## config.mk

```make
export PLATFORM = sky130hd
export DESIGN_NAME = user_pattern_ram_pattern_lookup
export DESIGN_NICKNAME = d
export VERILOG_FILES = /design/src/inc/glyph_pkg.sv /design/src/verilog/glyph_store.sv /design/src/verilog/blink_timer.sv /design/src/verilog/user_pattern_ram_pattern_lookup.sv
export SDC_FILE = /design/constraint.sdc
export NUM_CORES = 1
export LEC_CHECK = 0
export ABC_CLOCK_PERIOD_IN_PS = 3400
export BUFFER_PORTS_ARGS = -buffer_cell sky130_fd_sc_hd__buf_2
export CAP_MARGIN = 30
export CORE_MARGIN = 4
export CORE_UTILIZATION = 38
export CTS_CLUSTER_SIZE = 40
export DETAILED_ROUTE_END_ITERATION = 6
export PLACE_DENSITY = 0.5
export SLEW_MARGIN = 10
export SYNTH_ARGS = -nofsm -noshare
export SYNTH_HDL_FRONTEND = slang
export SYNTH_HIERARCHICAL = 1
export SYNTH_SLANG_ARGS = --single-unit
```

## constraint.sdc

```tcl
create_clock -name clk -period 3.4 [get_ports clk]
set_input_delay 0.17 -clock clk [delete_from_list [all_inputs] [get_ports clk]]
set_output_delay 0.17 -clock clk [all_outputs]
set_load 0.01 [all_outputs]
```

## src/inc/glyph_pkg.sv

```systemverilog
// Shared constants and carrier types for the user glyph lookup block
`default_nettype none
package glyph_pkg;

  // Register byte offsets on the Avalon-MM slave
  localparam logic [3:0] CTRL_OFS = 4'h0;
  localparam logic [3:0] PAT_ADDR_OFS = 4'h4;
  localparam logic [3:0] PAT_DATA_OFS = 4'h8;
  localparam logic [3:0] STATUS_OFS = 4'hC;

  // Control register fields
  localparam int CTRL_FW_BIT = 0;
  localparam int CTRL_BE_BIT = 1;
  // Status register fields
  localparam int STAT_BLINK_OFF_BIT = 0;
  localparam int STAT_USER_SEL_BIT = 1;

  // Values after reset
  localparam logic CTRL_FW_RESET = 1'h0;
  localparam logic CTRL_BE_RESET = 1'h0;
  localparam logic [5:0] PAT_ADDR_RESET = 6'h00;
  localparam logic [31:0] READDATA_RESET = 32'h0000_0000;

  // Bus answer timing: waitrequest drops when the counter reaches this
  localparam logic [1:0] BUS_ACK_CNT = 2'h2;
  localparam logic [1:0] BUS_READ_CNT = 2'h1;

  // Character code decode
  localparam logic [3:0] USER_CODE_HIGH = 4'h0;
  localparam int CODE_HIGH_LSB = 4;
  localparam logic [2:0] CURSOR_LINE = 3'h7;

  // Dot row bit positions
  localparam int BLINK_ROW_BIT = 7;
  localparam int BLINK_LEFT_BIT = 6;
  localparam int LEFT_DOT_NARROW = 4;
  localparam int LEFT_DOT_WIDE = 5;
  localparam logic [5:0] NARROW_MASK = 6'h1F;
  localparam logic [5:0] WIDE_MASK = 6'h3F;

  // Frames per blink half period
  localparam logic [5:0] BLINK_HALF_FRAMES = 6'h20;

  // Scan request from the row scanner, one per glyph line fetch
  typedef struct packed {
    logic valid;
    logic [7:0] char_code;
    logic [2:0] line_idx;
    logic [5:0] cursor;
  } scan_req_s;

  // Dot row answer to the segment drive logic
  typedef struct packed {
    logic valid;
    logic user_sel;
    logic [5:0] dots;
  } dot_row_s;

endpackage : glyph_pkg
`default_nettype wire

```

## src/verilog/glyph_store.sv

```systemverilog
// 64 x 8 user pattern memory with a scan read port and a bus read port
`timescale 1ns/10ps
`default_nettype none
module glyph_store (
  input wire logic clk,
  input wire logic srst,
  input wire logic ce,
  input wire logic wr_en,
  input wire logic [5:0] wr_addr,
  input wire logic [7:0] wr_data,
  input wire logic [5:0] scan_addr,
  output logic [7:0] scan_q,
  input wire logic [5:0] bus_addr,
  output logic [7:0] bus_q
);

  typedef struct packed {
    logic [7:0] scan_q;
    logic [7:0] bus_q;
  } store_state_s;

  logic [7:0] mem [0:63];
  store_state_s st;
  store_state_s next_st;

  // Both read ports see the array before this cycle's write
  always_comb begin
    next_st = st;
    next_st.scan_q = mem[scan_addr];
    next_st.bus_q = mem[bus_addr];
  end

  // Array holds no reset; software loads glyphs after power up
  always_ff @(posedge clk) begin
    if (ce && wr_en) begin
      mem[wr_addr] <= wr_data;
    end
  end

  always_ff @(posedge clk) begin
    if (srst) begin
      st <= '0;
    end else if (ce) begin
      st <= next_st;
    end
  end

  assign scan_q = st.scan_q;
  assign bus_q = st.bus_q;

endmodule : glyph_store
`default_nettype wire

```

## src/verilog/blink_timer.sv

```systemverilog
// Blink phase generator counting display frames
`timescale 1ns/10ps
`default_nettype none
module blink_timer (
  input wire logic clk,
  input wire logic srst,
  input wire logic ce,
  input wire logic frame_tick,
  output logic blink_off
);

  typedef struct packed {
    logic [5:0] frames;
    logic blink_off;
  } blink_state_s;

  blink_state_s st;
  blink_state_s next_st;

  // Phase flips every half period, shared by all glyphs
  always_comb begin
    next_st = st;
    if (frame_tick) begin
      if (st.frames == glyph_pkg::BLINK_HALF_FRAMES - 6'h01) begin
        next_st.frames = 6'h00;
        next_st.blink_off = ~st.blink_off;
      end else begin
        next_st.frames = st.frames + 6'h01;
      end
    end
  end

  always_ff @(posedge clk) begin
    if (srst) begin
      st <= '0;
    end else if (ce) begin
      st <= next_st;
    end
  end

  assign blink_off = st.blink_off;

endmodule : blink_timer
`default_nettype wire

```

## src/verilog/user_pattern_ram_pattern_lookup.sv

```systemverilog
// User glyph lookup: text code to pattern row, cursor merge, blink, register slave
//
// Functional notes
// - Upper code nibble zero selects user patterns
// - Code bit 3 ignored for pattern address
// - Code bits 2..0 drive address 5..3
// - Line index drives address bits 2..0
// - Eighth line ORs stored row with cursor
// - Row bit 0 is the rightmost dot
// - Narrow width uses bits 4..0, wide 5..0
// - One bit lights a dot, zero not
// - Top two bits blink control only when enabled
// - Bit 7 blinks every lit dot of row
// - Bit 6 blinks only the leftmost dot
`timescale 1ns/10ps
`default_nettype none
module user_pattern_ram_pattern_lookup (
  input wire logic clk,
  input wire logic srst,
  input wire logic ce,
  input wire logic [3:0] avs_address,
  input wire logic avs_read,
  input wire logic avs_write,
  input wire logic [31:0] avs_writedata,
  output logic [31:0] avs_readdata,
  output logic avs_waitrequest,
  input wire logic frame_tick,
  input wire glyph_pkg::scan_req_s scan_in,
  output glyph_pkg::dot_row_s row_out
);

  // Timing overview, one line per clock edge with ce high
  // Scan c0: request fields on scan_in, memory address formed
  // Scan edge 0: memory row captured, request fields into stage 1
  // Scan c1: width mask, blink blanking and cursor merge worked out
  // Scan edge 1: dot row registered, valid raised for one cycle
  // Scan c2: segment side takes the row; dots hold until next valid
  // Bus c0: read or write raised, waitrequest high
  // Bus edge 0: answer counter to one
  // Bus edge 1: read data captured, counter to two
  // Bus c2: waitrequest low, read data already settled
  // Bus edge 2: write lands, pattern pointer steps
  //
  // Hazards and limits
  // Pointer and bus read port share one address; a pattern
  // readback right after a pointer write fetches the new row at
  // its edge 0, so needs no idle access; the bus task always leaves a gap cycle
  // Pattern writes and scan reads to the same row in one
  // cycle show the old row; the new row shows next fetch
  // Blink phase is global, so all blinking glyphs change
  // together, traded against a per-glyph counter
  // Cursor is merged after blanking so it never blinks away
  // Codes outside the user range give a dark row here; the
  // fixed glyph tables live elsewhere
  // Low ce stretches both pipelines and the bus answer alike
  //
  typedef struct packed {
    logic [1:0] bus_cnt;
    logic [31:0] readdata;
    logic font_width_select;
    logic blink_enable_bit;
    logic [5:0] pat_addr;
    logic s1_valid;
    logic s1_user_sel;
    logic [2:0] s1_line;
    logic [5:0] s1_cursor;
    glyph_pkg::dot_row_s out;
  } lookup_state_s;

  lookup_state_s st;
  lookup_state_s next_st;

  logic bus_req;
  logic bus_ack;
  logic [1:0] reg_sel;
  logic ram_wr_en;
  logic [5:0] scan_addr;
  logic [7:0] scan_q;
  logic [7:0] bus_q;
  logic blink_off;
  logic user_hit;

  // Bus request is held by the master until waitrequest is seen low
  assign bus_req = avs_read | avs_write;
  assign bus_ack = bus_req && (st.bus_cnt == glyph_pkg::BUS_ACK_CNT);
  assign avs_waitrequest = bus_req && !bus_ack;
  assign avs_readdata = st.readdata;
  assign reg_sel = avs_address[3:2];
  // Pattern writes land at the acknowledging edge only
  assign ram_wr_en = bus_ack && avs_write && (reg_sel == glyph_pkg::PAT_DATA_OFS[3:2]);

  assign user_hit = scan_in.char_code[7:glyph_pkg::CODE_HIGH_LSB] == glyph_pkg::USER_CODE_HIGH;

  assign scan_addr = {scan_in.char_code[2:0], scan_in.line_idx};

  glyph_store u_store (
    .clk(clk),
    .srst(srst),
    .ce(ce),
    .wr_en(ram_wr_en),
    .wr_addr(st.pat_addr),
    .wr_data(avs_writedata[7:0]),
    .scan_addr(scan_addr),
    .scan_q(scan_q),
    .bus_addr(st.pat_addr),
    .bus_q(bus_q)
  );

  blink_timer u_blink (
    .clk(clk),
    .srst(srst),
    .ce(ce),
    .frame_tick(frame_tick),
    .blink_off(blink_off)
  );

  // Register slave and scan pipeline
  always_comb begin
    logic [5:0] width_mask;
    logic [5:0] stored;
    logic [5:0] cursor;
    logic [5:0] blank;
    next_st = st;
    width_mask = glyph_pkg::NARROW_MASK;
    stored = 6'h00;
    cursor = 6'h00;
    blank = 6'h00;

    // Fixed answer time: count up while a request is held
    if (bus_req && !bus_ack) begin
      next_st.bus_cnt = st.bus_cnt + 2'h1;
    end else begin
      next_st.bus_cnt = 2'h0;
    end

    // Read data is captured at the same edge that drops waitrequest
    if (avs_read && st.bus_cnt == glyph_pkg::BUS_READ_CNT) begin
      next_st.readdata = glyph_pkg::READDATA_RESET;
      case (reg_sel)
        glyph_pkg::CTRL_OFS[3:2]: begin
          next_st.readdata[glyph_pkg::CTRL_FW_BIT] = st.font_width_select;
          next_st.readdata[glyph_pkg::CTRL_BE_BIT] = st.blink_enable_bit;
        end
        glyph_pkg::PAT_ADDR_OFS[3:2]: begin
          next_st.readdata[5:0] = st.pat_addr;
        end
        glyph_pkg::PAT_DATA_OFS[3:2]: begin
          next_st.readdata[7:0] = bus_q;
        end
        glyph_pkg::STATUS_OFS[3:2]: begin
          next_st.readdata[glyph_pkg::STAT_BLINK_OFF_BIT] = blink_off;
          next_st.readdata[glyph_pkg::STAT_USER_SEL_BIT] = st.out.user_sel;
        end
        default: begin
          next_st.readdata = glyph_pkg::READDATA_RESET;
        end
      endcase
    end

    // Writes and the pattern pointer step at the acknowledging edge
    if (bus_ack && avs_write) begin
      case (reg_sel)
        glyph_pkg::CTRL_OFS[3:2]: begin
          next_st.font_width_select = avs_writedata[glyph_pkg::CTRL_FW_BIT];
          next_st.blink_enable_bit = avs_writedata[glyph_pkg::CTRL_BE_BIT];
        end
        glyph_pkg::PAT_ADDR_OFS[3:2]: begin
          next_st.pat_addr = avs_writedata[5:0];
        end
        glyph_pkg::PAT_DATA_OFS[3:2]: begin
          next_st.pat_addr = st.pat_addr + 6'h01;
        end
        default: begin
          next_st.pat_addr = st.pat_addr;
        end
      endcase
    end
    // Streaming readback walks the pattern memory too
    if (bus_ack && avs_read && reg_sel == glyph_pkg::PAT_DATA_OFS[3:2]) begin
      next_st.pat_addr = st.pat_addr + 6'h01;
    end

    // Stage 1: memory read in flight, request fields held
    next_st.s1_valid = scan_in.valid;
    next_st.s1_user_sel = user_hit;
    next_st.s1_line = scan_in.line_idx;
    next_st.s1_cursor = scan_in.cursor;

    if (st.font_width_select) begin
      width_mask = glyph_pkg::WIDE_MASK;
    end
    stored = scan_q[5:0] & width_mask;

    if (st.blink_enable_bit && blink_off) begin
      if (scan_q[glyph_pkg::BLINK_ROW_BIT]) begin
        blank = stored;
      end
      if (scan_q[glyph_pkg::BLINK_LEFT_BIT]) begin
        if (st.font_width_select) begin
          blank[glyph_pkg::LEFT_DOT_WIDE] = 1'b1;
        end else begin
          blank[glyph_pkg::LEFT_DOT_NARROW] = 1'b1;
        end
      end
    end

    if (st.s1_line == glyph_pkg::CURSOR_LINE) begin
      cursor = st.s1_cursor & width_mask;
    end

    // Stage 2: ROM glyphs are not ours, so a non-user code shows blank
    next_st.out.valid = st.s1_valid;
    next_st.out.user_sel = st.s1_valid ? st.s1_user_sel : st.out.user_sel;
    if (st.s1_valid) begin
      if (st.s1_user_sel) begin
        next_st.out.dots = (stored & ~blank) | cursor;
      end else begin
        next_st.out.dots = 6'h00;
      end
    end
  end

  // Single state register, frozen while ce is low
  always_ff @(posedge clk) begin
    if (srst) begin
      st <= '0;
      st.font_width_select <= glyph_pkg::CTRL_FW_RESET;
      st.blink_enable_bit <= glyph_pkg::CTRL_BE_RESET;
      st.pat_addr <= glyph_pkg::PAT_ADDR_RESET;
      st.readdata <= glyph_pkg::READDATA_RESET;
    end else if (ce) begin
      st <= next_st;
    end
  end

  assign row_out = st.out;

endmodule : user_pattern_ram_pattern_lookup
`default_nettype wire

```

; Word level (Yosys, flattened, before mapping)
; Memories as Yosys holds them, arrays and structs flattened. A register that Yosys moved wholly into a read port is not among the register bits.
; Index checks and enable logic that the tools add are counted.
; W data, S select, Z words.
[totals]
out_inout_bits = 41
ram_bits = 512
regBits = 44
elab_cells = 70
memories = 1
inputBits = 60
[op_classes]
muxes = 18
n_eq_ne = 7
reduce_logical = 20
bitwise_logic = 7
n_addsub = 3
[memory_table]
columns = memory, words, word_bits, read_ports, rd_ports_with_merged_regs, wr, line_no
row1 = u_store.mem, 64, 8, 2, 2, 1, glyph_store.sv:22  ; logic [7:0] mem [0:63];
[ops]
columns = cell, n
row1 = $mux W6, 8
row2 = $and A6 B6 Y6, 3
row3 = $add A6 B1 Y6 const B, 2
row4 = $pmux W6 S2, 1
row5 = $logic_and A1 B1 Y1, 9
row6 = $reduce_and A3 Y1, 3
row7 = $pmux W2 S4, 1
row8 = $pmux W4 S2, 1
row9 = $eq A2 B2 Y1 const B, 3
row10 = $eq A6 B5 Y1 const B, 1
row11 = $mux W2, 3
row12 = $not A6 Y6, 1
row13 = $or A6 B6 Y6, 1
row14 = $reduce_and A2 Y1, 3
row15 = $eq A2 B1 Y1 const B, 2
row16 = $logic_not A4 Y1, 1
row17 = $mux W1, 4
row18 = $eq A3 B3 Y1 const B, 1
row19 = $reduce_bool A3 Y1, 1
row20 = $add A2 B1 Y2 const B, 1
row21 = $logic_not A2 Y1, 1
row22 = $reduce_bool A2 Y1, 1
row23 = $logic_not A1 Y1, 1
row24 = $not A1 Y1, 1
row25 = $or A1 B1 Y1, 1

; Longest topological paths before layout
; Gate-level depths: netlist of run 1.
[logic_depth]
word_depth = 10
ltp_mapped = 8

; By module
; Netlist of run 1, hierarchy kept.
[by_module_without_submodules]
columns = mod, area_per_inst_um2, n_inst, seq_area_each_um2, cells_per_inst
row1 = glyph_store, 24466.0, 1, 15695.1, 1464
row2 = user_pattern_ram_pattern_lookup, 2034.5, 1, 740.7, 244
row3 = blink_timer, 346.6, 1, 140.1, 35

; Least setup slack after synthesis of run 1
; Ideal clock, no wire load.
[synth_path]
kind = flip-flop to flip-flop
from = register st[21] in the netlist's numbering
to = register, netlist name u_store/bus_q[5]
stages_incl_launch_ff = 8
setup_ns = 0.122
path_slack_ns = 1.183
arrival_ns = 2.095
path_buffers = 3
synth_period_minus_slack_ns = 2.217
cell_sequence = dfxtp_1 > clkbuf_1 > buf_2 > clkbuf_1 > mux4_2 > a22oi_1 > nand4_1 > a221o_1
[synth_rtl]
columns = item, line_no
row1 = "start, declared", user_pattern_ram_pattern_lookup.sv:70  ; lookup_state_s st;
row2 = "start signal, assigned", user_pattern_ram_pattern_lookup.sv:232  ; st <= next_st;

==> results of run 1 <==
## cells in the mapped netlist, drive strengths merged (3+ instances only)
master,number,area share
o21ai,9,0.0017
nand3b,5,0.0014
nand4,34,0.0079
dfxtp,60,0.045
nor3b,22,0.0066
a22oi,200,0.056
a21oi,23,0.0043
clkbuf,61,0.0085
mux4,128,0.11
o22ai,3,0.00070
nor2,99,0.014
nand3,82,0.016
or3,3,0.00070
ha,8,0.0037
nor2b,10,0.0023
a221o,16,0.0060
nand2,36,0.0050
buf,106,0.025
a22o,4,0.0013
inv,11,0.0015
and3,7,0.0017
edfxtp,512,0.57
nand2b,4,0.00093
mux2i,272,0.10
## layout by cell type (no fill, tap or decap), drive strengths merged, types with 7 or more instances in the layout
cell,synthesis,final
ha,8,8
nor2,99,99
a22oi,200,200
and3,7,7
a221o,16,16
clkbuf,61,89
o21ai,9,9
clkinv,0,27
nor3b,22,22
nand2,36,36
mux2i,272,272
edfxtp,512,512
nand3,82,82
mux4,128,128
buf,106,179
conb,1,24
nor2b,10,10
inv,11,12
dlygate4sd3,0,14
dfxtp,60,60
a21oi,23,23
nand4,34,34
## registers in the layout, indices dropped and copies added, names as in the netlist
register / count
next_st: 1
u_blink/st: 6
row_out: 8
u_blink/blink_off: 1
st: 20
u_store/scan_q: 8
avs_readdata: 8
u_store/bus_q: 8
u_store/mem: 512
## per-layer routing
metal	vias to the layer above	track usage	wire (um)
met5	-	0	0
met1	8578	0.287	33600
li1	7267	-	-
met3	144	0.0302	4680
met2	584	0.354	39400
met4	0	0.0882	3610
## power by group through the flow
stage / Sequential, W / Clock, W / Combinational (W)
final: 0.00769 / 0.00687 / 0.000805
after global routing: 0.00769 / 0.00733 / 0.000847
after CTS: 0.00769 / 0.00703 / 0.000793
after detailed placement: 0.00784 / 0 / 0.000781
after global placement: 0.00784 / 0 / 0.000766
after floorplan: 0.00783 / 0 / 0.000445
## final timing paths
path | startpoint | to | slack (ns) | cells after the start
max | st[19] | u_store/bus_q[0] | 0.49 | 5
min | avs_writedata[4] | u_store/mem[5][4] | 0.05 | 1
max reg2reg | st[19] | u_store/bus_q[0] | 0.49 | 5
min reg2reg | avs_readdata[4] | avs_readdata[4] | 0.45 | 2
## area by class of cell
class | count | share of cell area
Timing Repair Buffer | 193 | 0.0507
Clock inverter | 32 | 0.00717
Multi-Input combinational cell | 1016 | 0.306
Tap cell | 940 | 0.0381
Sequential cell | 572 | 0.537
Inverter | 11 | 0.00134
Clock buffer | 89 | 0.0603
## kinds of logic (layout without fill, tap and decap cells)
| family | after synthesis | in the layout |
|---|---|---|
| fa+ha+maj | 8 | 8 |
| buf+inv | 178 | 325 |
| flops | 572 | 572 |
| mux | 402 | 402 |
| simple gates | 313 | 313 |
| other cells | 1 | 24 |
| xor+xnor | 2 | 2 |
| compound gates | 267 | 267 |
## per-stage QoR
stage                     instance area, um^2  instances   util  hold WS (ns)
after floorplan                         26900       1766      -         0.269
after global placement                  28600       2712  0.408         0.408
after detailed placement                28600       2714  0.408         0.411
after CTS                               30800       2848  0.440        0.0398
after global routing                    30900       2853  0.441        0.0437
final                                   30900       2853  0.441        0.0478
==> run_results.csv, run 1 <==
group,metric,value,unit
clock_network,cts_buffer_depth,3,
critical_path,worst_path_largest_cell_delay,0.83,ns
sta,fmax,0.344,GHz
clock_network,post_cts_buffers,0,
critical_path,cp-end-kind,"register",
clock_network,cts_hold_buf,13,
route,dr.pass1.iters,5,
cells_and_area,final_nets,1929,
sta,fin_ws,0.494,ns
floorplan,core-area,70000,um^2
pwr,powerDensity,498,nW/um^2
clock_network,path_clk_slew,0.06,ns
pwr,vdd_drop_max,335,uV
floorplan,dieArea,75000,um^2
critical_path,cpMaxStageDelayCell,"dfxtp_4",
route,drt-initial-drc-count,1653,
sta,rsz0062_at_grt,"no",
pwr,leakage,10.0,nW
route,drc,0,
logic_synthesis,ys_async_sr_fraction,0,
clock_network,clock_latency,0.61,ns
global_route,grt_max_degree,50,
logic_synthesis,yosys-mux-area-fraction,0.210,
global_route,antenna_found_initial,2,
cells_and_area,multi_input_area,9440,um^2
pwr,power_switching,0.00335,W
pwr,p_seq_frac,0.500,
logic_synthesis,ys.flop_type,"edfxtp_1",
global_route,grt_first_pass_wirelength,116000,um
critical_path,critPathLaunchType,"register",
logic_synthesis,ys_ff_latch,572,
route,routedWlPerCell,28.5,um
floorplan,start_util,0.383,
logic_synthesis,synth-xor-area-share,0.000652,
global_route,grt_usage,0.215,
logic_synthesis,syn_inst,1743,
worst_hold_path,hp-class,"in -> reg",
place,place_ws,0.492,ns
critical_path,critPathArrivalTime,3.40,ns
place,dpl.hpwl,53300,um
route,avgViaCountPerCell,5.81,
global_route,grt_pass1_vias,16633,
sta,finalCritPeriodShare,0.855,
cells_and_area,fillers,6243,
clock_network,cts_tree,"yes",
logic_synthesis,avgSynthCellArea,15.4,um^2
flow_run,drv_cap,0,
pwr,p_comb_frac,0.052,
pwr,clkPwrFrac,0.447,
clock_network,cts_resized,0,
logic_synthesis,synth-compound-area-share,0.0736,
floorplan,fp.dieW,274,um
critical_path,crit_path_cell_trace,"buf_4 -> mux4_2 -> a22oi_1 -> nand4_1 -> a221o_1",
logic_synthesis,seq_area_frac_synth,0.617,
critical_path,crit_type,"reg -> reg",
sta,worstMarginPinSlew,1.07,ns
pwr,p_int,0.0120,W
pwr,switching_share,0.218,
place,gp_congestion,0.970,
critical_path,cpLargestDelayFamily,"flip-flops",
clock_network,cts_sinks,572,
logic_synthesis,synth-simple-area-share,0.0594,
sta,finalSetupViolCount,0,
critical_path,cp_max_fo,36,
sta,layout_min_cycle_time,2.91,ns
route,routed_wl,81300,um
logic_synthesis,synth_edf_count,512,
pwr,finalPower,0.0154,W
logic_synthesis,yosysWarnings,6,
clock_network,cts-htree-levels,3,
global_route,overflow,0,
sta,skew,0.0293,ns
cells_and_area,antenna_cells,0,
critical_path,required,3.89,ns
logic_synthesis,netlist_area,26800,um^2
sta,setup_tns,0,ns
cells_and_area,drive_gt1_frac,0.215,
run_status,status,"finished clean",
clock_network,cts_root_buf,"clkbuf_16",
logic_synthesis,synth_top_family_by_area,"multiplexers",
route,drtAntennaViolNets,0,
sta,slew_headroom,0.287,
floorplan,die_h,274,um
cells_and_area,regArea,16600,um^2
place,numPortBuffers,49,
floorplan,io_pins,101,
logic_synthesis,synth_fa_ha_area_frac,0.00373,
route,vias,16573,
floorplan,rows,97,
sta,drv_slew,0,
logic_synthesis,synth_cell_types,51,
clock_network,cts_inserted_buffers,67,
sta,hold_viol,0,
cells_and_area,area_growth,15.1,%
critical_path,cp_num_buf_inv,1,
No activity file was read; power rests on OpenSTA's default activity.
==> run 2, diff against run 1 <==
--- a/config.mk
+++ b/config.mk
@@ -13,6 +13,7 @@
 export CTS_CLUSTER_SIZE = 40
 export DETAILED_ROUTE_END_ITERATION = 6
 export PLACE_DENSITY = 0.5
+export RECOVER_POWER = 50
 export SLEW_MARGIN = 10
 export SYNTH_ARGS = -nofsm -noshare
 export SYNTH_HDL_FRONTEND = slang
==> run 2 against run 1 <==
Compared with the run above: the flow now finishes with violations (capacitance limit, slew limit); via count about the same; clock skew decreased by 0.00096 ns; cell count unchanged.
==> run_results.csv, run 2 (synthesis results as in run 1) <==
group,metric,value,unit
critical_path,worst_path_largest_cell_delay,1.11,ns
cells_and_area,antenna_cells,0,
critical_path,cp_num_buf_inv,3,
sta,drv_slew,248,
floorplan,fp.dieW,274,um
clock_network,cts_root_buf,"clkbuf_16",
route,drt-initial-drc-count,1561,
route,drtAntennaViolNets,0,
sta,layout_min_cycle_time,3.01,ns
flow_run,drv_cap,8,
critical_path,path_common_cell,"clkbuf_1",
pwr,finalPower,0.0154,W
global_route,busiest_layer,"met2",
pwr,powerDensity,500,nW/um^2
sta,slew_headroom,-0.396,
critical_path,cpMaxStageDelayCell,"clkbuf_1",
critical_path,critPathLaunchType,"input pin",
clock_network,cts-htree-levels,3,
worst_hold_path,hp-class,"in -> reg",
clock_network,cts_sinks,572,
floorplan,rows,97,
pwr,vdd_drop_max,336,uV
clock_network,cts_inserted_buffers,67,
cells_and_area,area_growth,14.5,%
run_status,violations,"capacitance limit, slew limit",
cells_and_area,final_area,30700,um^2
place,placed_area,28600,um^2
clock_network,clock_latency,0.61,ns
place,dpl.hpwl,53300,um
critical_path,cpLargestDelayFamily,"buffers and inverters",
floorplan,die_h,274,um
floorplan,dieArea,75000,um^2
floorplan,start_util,0.383,
critical_path,cp_max_fo,27,
clock_network,post_cts_buffers,0,
cells_and_area,drive_gt1_frac,0.195,
floorplan,io_pins,101,
place,numPortBuffers,49,
sta,worstMarginPinSlew,2.09,ns
global_route,grtUsageMet1,0.287,
floorplan,core-area,70000,um^2
critical_path,crit_type,"in -> reg",
clock_network,cts_buffer_depth,3,
sta,finalCritPeriodShare,0.885,
cells_and_area,reg_top3,"u_store/mem x512, st x20",
cells_and_area,final_nets,1929,
route,routedWlPerCell,28.5,um
place,place_inst,2714,
cells_and_area,top_register,"u_store/mem",
pwr,leakage,9.84,nW
critical_path,cp-end-kind,"register",
sta,hold_viol,0,
global_route,grtUsageMet3,0.0302,
clock_network,path_clk_slew,0.06,ns
cells_and_area,final_cell_mix,"edfxtp_1 (512), mux2i_1 (272), a22oi_1 (200)",
global_route,grt_max_degree,50,
critical_path,required,3.59,ns
sta,skew,0.0284,ns
sta,fmax,0.332,GHz
sta,finalSetupViolCount,0,
run_status,status,"finished with violations",
clock_network,cts_tree,"yes",
cells_and_area,finalNonFillerCells,2853,
global_route,grt_first_pass_wirelength,116000,um
route,routed_wl,81200,um
place,gp_congestion,0.970,
global_route,grt_pass1_vias,16633,
critical_path,crit_path_cell_trace,"clkbuf_1 -> clkbuf_1 -> clkbuf_1",
critical_path,critPathArrivalTime,3.20,ns
global_route,grt_usage,0.215,
sta,rsz0062_at_grt,"no",
global_route,overflow,0,
cells_and_area,final_common_cell,"edfxtp_1",
cells_and_area,largest_register_ffs,512,
global_route,antenna_found_initial,1,
route,vias,16588,
route,avgViaCountPerCell,5.81,
route,drc,0,
route,dr.pass1.iters,6,
global_route,use_met2,0.354,
sta,setup_tns,0,ns
-- run 2: changes by cell type in the layout (fill, tap and decap cells not counted), sizes merged --
cell	previous run	this run
clkbuf	89	129
buf	179	139
-- run 2: metal layers --
| metal | part of all wire | wire length (um) |
|---|---|---|
| met5 | 0 | 0 |
| met4 | 0.045 | 3640 |
| met3 | 0.056 | 4590 |
| met2 | 0.49 | 39500 |
| met1 | 0.41 | 33500 |
-- run 2: timing repair --
item	in CTS	in global routing
resized for setup	0	0
hold endpoints to repair	26	3
hold buffers	13	1
-- run 2: metrics by stage --
stage	util	setup slack, ns	hold WS (ns)
global placement	0.408	0.517	0.408
floorplan	-	1.18	0.269
detailed placement	0.408	0.492	0.411
global route	0.439	0.235	0.0720
CTS	0.440	0.478	0.0398
finish	0.439	0.392	0.0671
-- run 2: worst min-delay path, cell delays in order --
cell	delay, ns
buf_2	0.13
nand4_1	0.17
mux2i_1	0.09
nor2_1	0.07
-- run 2: layout make-up --
type | instances | area (um^2)
fill | 6273 | 39300
tap | 940 | 1180
inverter | 11 | 41.3
clock buffer | 89 | 1860
clock inverter | 32 | 221
sequential | 572 | 16600
timing repair buffer | 193 | 1410
multi-input combinational | 1016 | 9440
-- run 2: final timing paths --
kind	to	cells after the start	slack, ns	from
setup / recovery	u_store/mem[15][0]	3	0.39	avs_writedata[0]
hold / removal	st[25]	4	0.07	avs_write
setup reg to reg	u_store/bus_q[0]	5	0.49	st[19]
hold reg to reg	avs_readdata[4]	2	0.45	avs_readdata[4]
-- run 2: power breakdown --
part / switching, W / internal [W] / total [W]
registers: 0.0000246 / 0.00768 / 0.00770
clock network: 0.00280 / 0.00407 / 0.00687
logic: 0.000516 / 0.000266 / 0.000782
total: 0.00334 / 0.0120 / 0.0154
==> run 3, diff against run 2 <==
--- a/config.mk
+++ b/config.mk
@@ -5,14 +5,14 @@
 export SDC_FILE = /design/constraint.sdc
 export NUM_CORES = 1
 export LEC_CHECK = 0
-export ABC_CLOCK_PERIOD_IN_PS = 3400
+export ABC_CLOCK_PERIOD_IN_PS = 2600
 export BUFFER_PORTS_ARGS = -buffer_cell sky130_fd_sc_hd__buf_2
 export CAP_MARGIN = 30
 export CORE_MARGIN = 4
 export CORE_UTILIZATION = 38
 export CTS_CLUSTER_SIZE = 40
 export DETAILED_ROUTE_END_ITERATION = 6
-export PLACE_DENSITY = 0.5
+export PLACE_DENSITY = 0.52
 export RECOVER_POWER = 50
 export SLEW_MARGIN = 10
 export SYNTH_ARGS = -nofsm -noshare
==> constraint.sdc (replaced) <==
create_clock -name clk -period 2.6 [get_ports clk]
set_input_delay 0.13 -clock clk [delete_from_list [all_inputs] [get_ports clk]]
set_output_delay 0.13 -clock clk [all_outputs]
set_load 0.01 [all_outputs]
==> run 3 against run 2 <==
Compared with the run above: the flow still finishes with violations (capacitance limit, slew limit); clock skew shrank 0.0086 ns; global-route usage grew 0.090 points; die area is the same; non-clock buffer count grew 46; clock power grew 31%; critical path depth grew 5; register-to-register slack lost 0.38 ns; flip-flop and latch count is the same; sequential power grew 31%; cell count grew 1.5%.
==> run_results.csv, run 3 (synthesis results as in run 1) <==
group,metric,value,unit
cells_and_area,largest_register_ffs,512,
sta,finalCritPeriodShare,0.956,
route,dr.pass1.iters,6,
critical_path,crit_type,"reg -> reg",
critical_path,critPathLaunchType,"register",
critical_path,r2r_cells,8,
critical_path,cp_num_buf_inv,3,
global_route,grt_usage,0.216,
route,drtAntennaViolNets,0,
sta,finalSetupViolCount,0,
floorplan,io_pins,101,
route,avgViaCountPerCell,5.77,
cells_and_area,final_cell_mix,"edfxtp_1 (512), mux2i_1 (272), a22oi_1 (200)",
pwr,powerDensity,645,nW/um^2
clock_network,path_clk_slew,0.06,ns
clock_network,cts_sinks,572,
place,dpl.hpwl,54300,um
cells_and_area,drive_gt1_frac,0.216,
clock_network,cts_root_buf,"clkbuf_16",
run_status,status,"finished with violations",
cells_and_area,fillers,6190,
floorplan,core-area,70000,um^2
floorplan,rows,97,
clock_network,clock_latency,0.59,ns
critical_path,cp_max_fo,32,
floorplan,dieArea,75000,um^2
route,routedWlPerCell,28.2,um
clock_network,cts_tree,"yes",
sta,rsz0062_at_grt,"no",
cells_and_area,regArea,16600,um^2
floorplan,start_util,0.383,
floorplan,fp.dieW,274,um
critical_path,r2r-start,"st[19]",
cells_and_area,final_nets,1976,
route,vias,16726,
sta,fmax,0.402,GHz
cells_and_area,area_growth,16.1,%
flow_run,drv_cap,3,
sta,drv_slew,90,
pwr,vdd_drop_max,437,uV
cells_and_area,top_register,"u_store/mem",
critical_path,crit_start,"st[19]",
critical_path,crit_path_cell_trace,"buf_16 -> buf_4 -> nor2b_2 -> buf_12 -> a22oi_1 -> nand3_1 -> nand4_1 -> a221o_1",
global_route,grt_max_degree,58,
global_route,antenna_found_initial,3,
critical_path,cpLargestDelayFamily,"simple AND/OR/NAND/NOR gates",
critical_path,required,3.07,ns
route,drt-initial-drc-count,1491,
place,numPortBuffers,49,
pwr,finalPower,0.0201,W
critical_path,critPathArrivalTime,2.96,ns
run_status,violations,"capacitance limit, slew limit",
global_route,overflow,0,
global_route,grt_pass1_vias,17161,
critical_path,cp-end-kind,"register",
sta,layout_min_cycle_time,2.49,ns
cells_and_area,final_common_cell,"edfxtp_1",
worst_hold_path,hold_depth,4,
critical_path,timing.rr.end,"u_store/bus_q[4]",
critical_path,crit_cells,8,
pwr,leakage,10.1,nW
sta,worstMarginPinSlew,1.97,ns
critical_path,worst_path_largest_cell_delay,0.48,ns
route,drc,0,
critical_path,rrSetupSlack,0.11,ns
floorplan,die_h,274,um
sta,skew,0.0197,ns
sta,slew_headroom,-0.316,
worst_hold_path,holdPathEnd,"st[26]",
worst_hold_path,hp-class,"in -> reg",
critical_path,cpMaxStageDelayCell,"dfxtp_4",
place,gp_congestion,0.907,
clock_network,cts_inserted_buffers,68,
sta,setup_tns,0,ns
clock_network,cts-htree-levels,3,
worst_hold_path,hp-start,"avs_write",
global_route,grt_first_pass_wirelength,117000,um
route,routed_wl,81800,um
cells_and_area,multi_input_area,9430,um^2
clock_network,cts_buffer_depth,3,
cells_and_area,reg_top3,"u_store/mem x512, st x20",
sta,hold_viol,0,
==> run 3: cell types whose count changed in the layout (fill, tap and decap cells not counted), moves of 5 or more <==
| cell | before | now |
|---|---|---|
| clkbuf_2 | 1 | 6 |
| buf_12 | 10 | 17 |
| buf_4 | 103 | 142 |
| clkinv_1 | 19 | 11 |
==> run 3: cell type report <==
| class | count | area share |
|---|---|---|
| antenna | 1 | 0.0000803 |
| clock buffer | 93 | 0.0596 |
| clock inverter | 25 | 0.00690 |
| inverter | 11 | 0.00132 |
| multi-input combinational | 1016 | 0.302 |
| sequential | 572 | 0.532 |
| tap | 940 | 0.0377 |
| timing repair buffer | 239 | 0.0600 |
==> run 3: layer usage <==
metal	vias to the layer above	GRT usage	wire length, um
met5	-	0	12
met4	2	0.0843	3430
met3	142	0.0351	4400
met2	539	0.360	39700
met1	8682	0.283	34300
li1	7361	-	-
==> run 3: repair_timing <==
action                                  in CTS  in global routing
hold endpoints to repair                    16                  0
buffers inserted                             0                  1
resized for setup                            0                  3
endpoints found under the setup margin       0                 14
hold buffers                                15                  0
==> run 3: worst max-delay path by stage <==
stage | endpoint | slack [ns]
after floorplan | u_store/bus_q[5] | 0.38
after global placement | u_store/mem[40][2] | 0.02
after detailed placement | u_store/bus_q[3] | 0.03
after CTS | u_store/bus_q[3] | 0.03
after global routing | u_store/mem[0][3] | 0.02
final | u_store/bus_q[4] | 0.11
==> run 3: metrics by stage <==
stage | worst slack, ns | utilization | hold slack, ns | instances | instance area [um^2]
after detailed placement | 0.0328 | 0.415 | 0.375 | 2760 | 29000
after CTS | 0.0277 | 0.446 | 0.0129 | 2893 | 31300
after global placement | 0.0173 | 0.415 | 0.367 | 2759 | 29000
final | 0.113 | 0.445 | 0.0338 | 2897 | 31200
after floorplan | 0.383 | - | 0.229 | 1766 | 26900
after global routing | 0.0165 | 0.445 | 0.0436 | 2896 | 31200
==> run 3: tightest hold or removal path: cells and delay by family <==
family	cells	cell delay [ns]
buffers and inverters	1	0.12
and+or+nand+nor	2	0.23
muxes	1	0.10
==> run 3: where the power goes <==
group | total (W) | internal [W] | switching (W)
registers | 0.0101 | 0.0100 | 0.0000317
clock network | 0.00898 | 0.00538 | 0.00360
logic | 0.00108 | 0.000384 | 0.000691
total | 0.0201 | 0.0158 | 0.00433
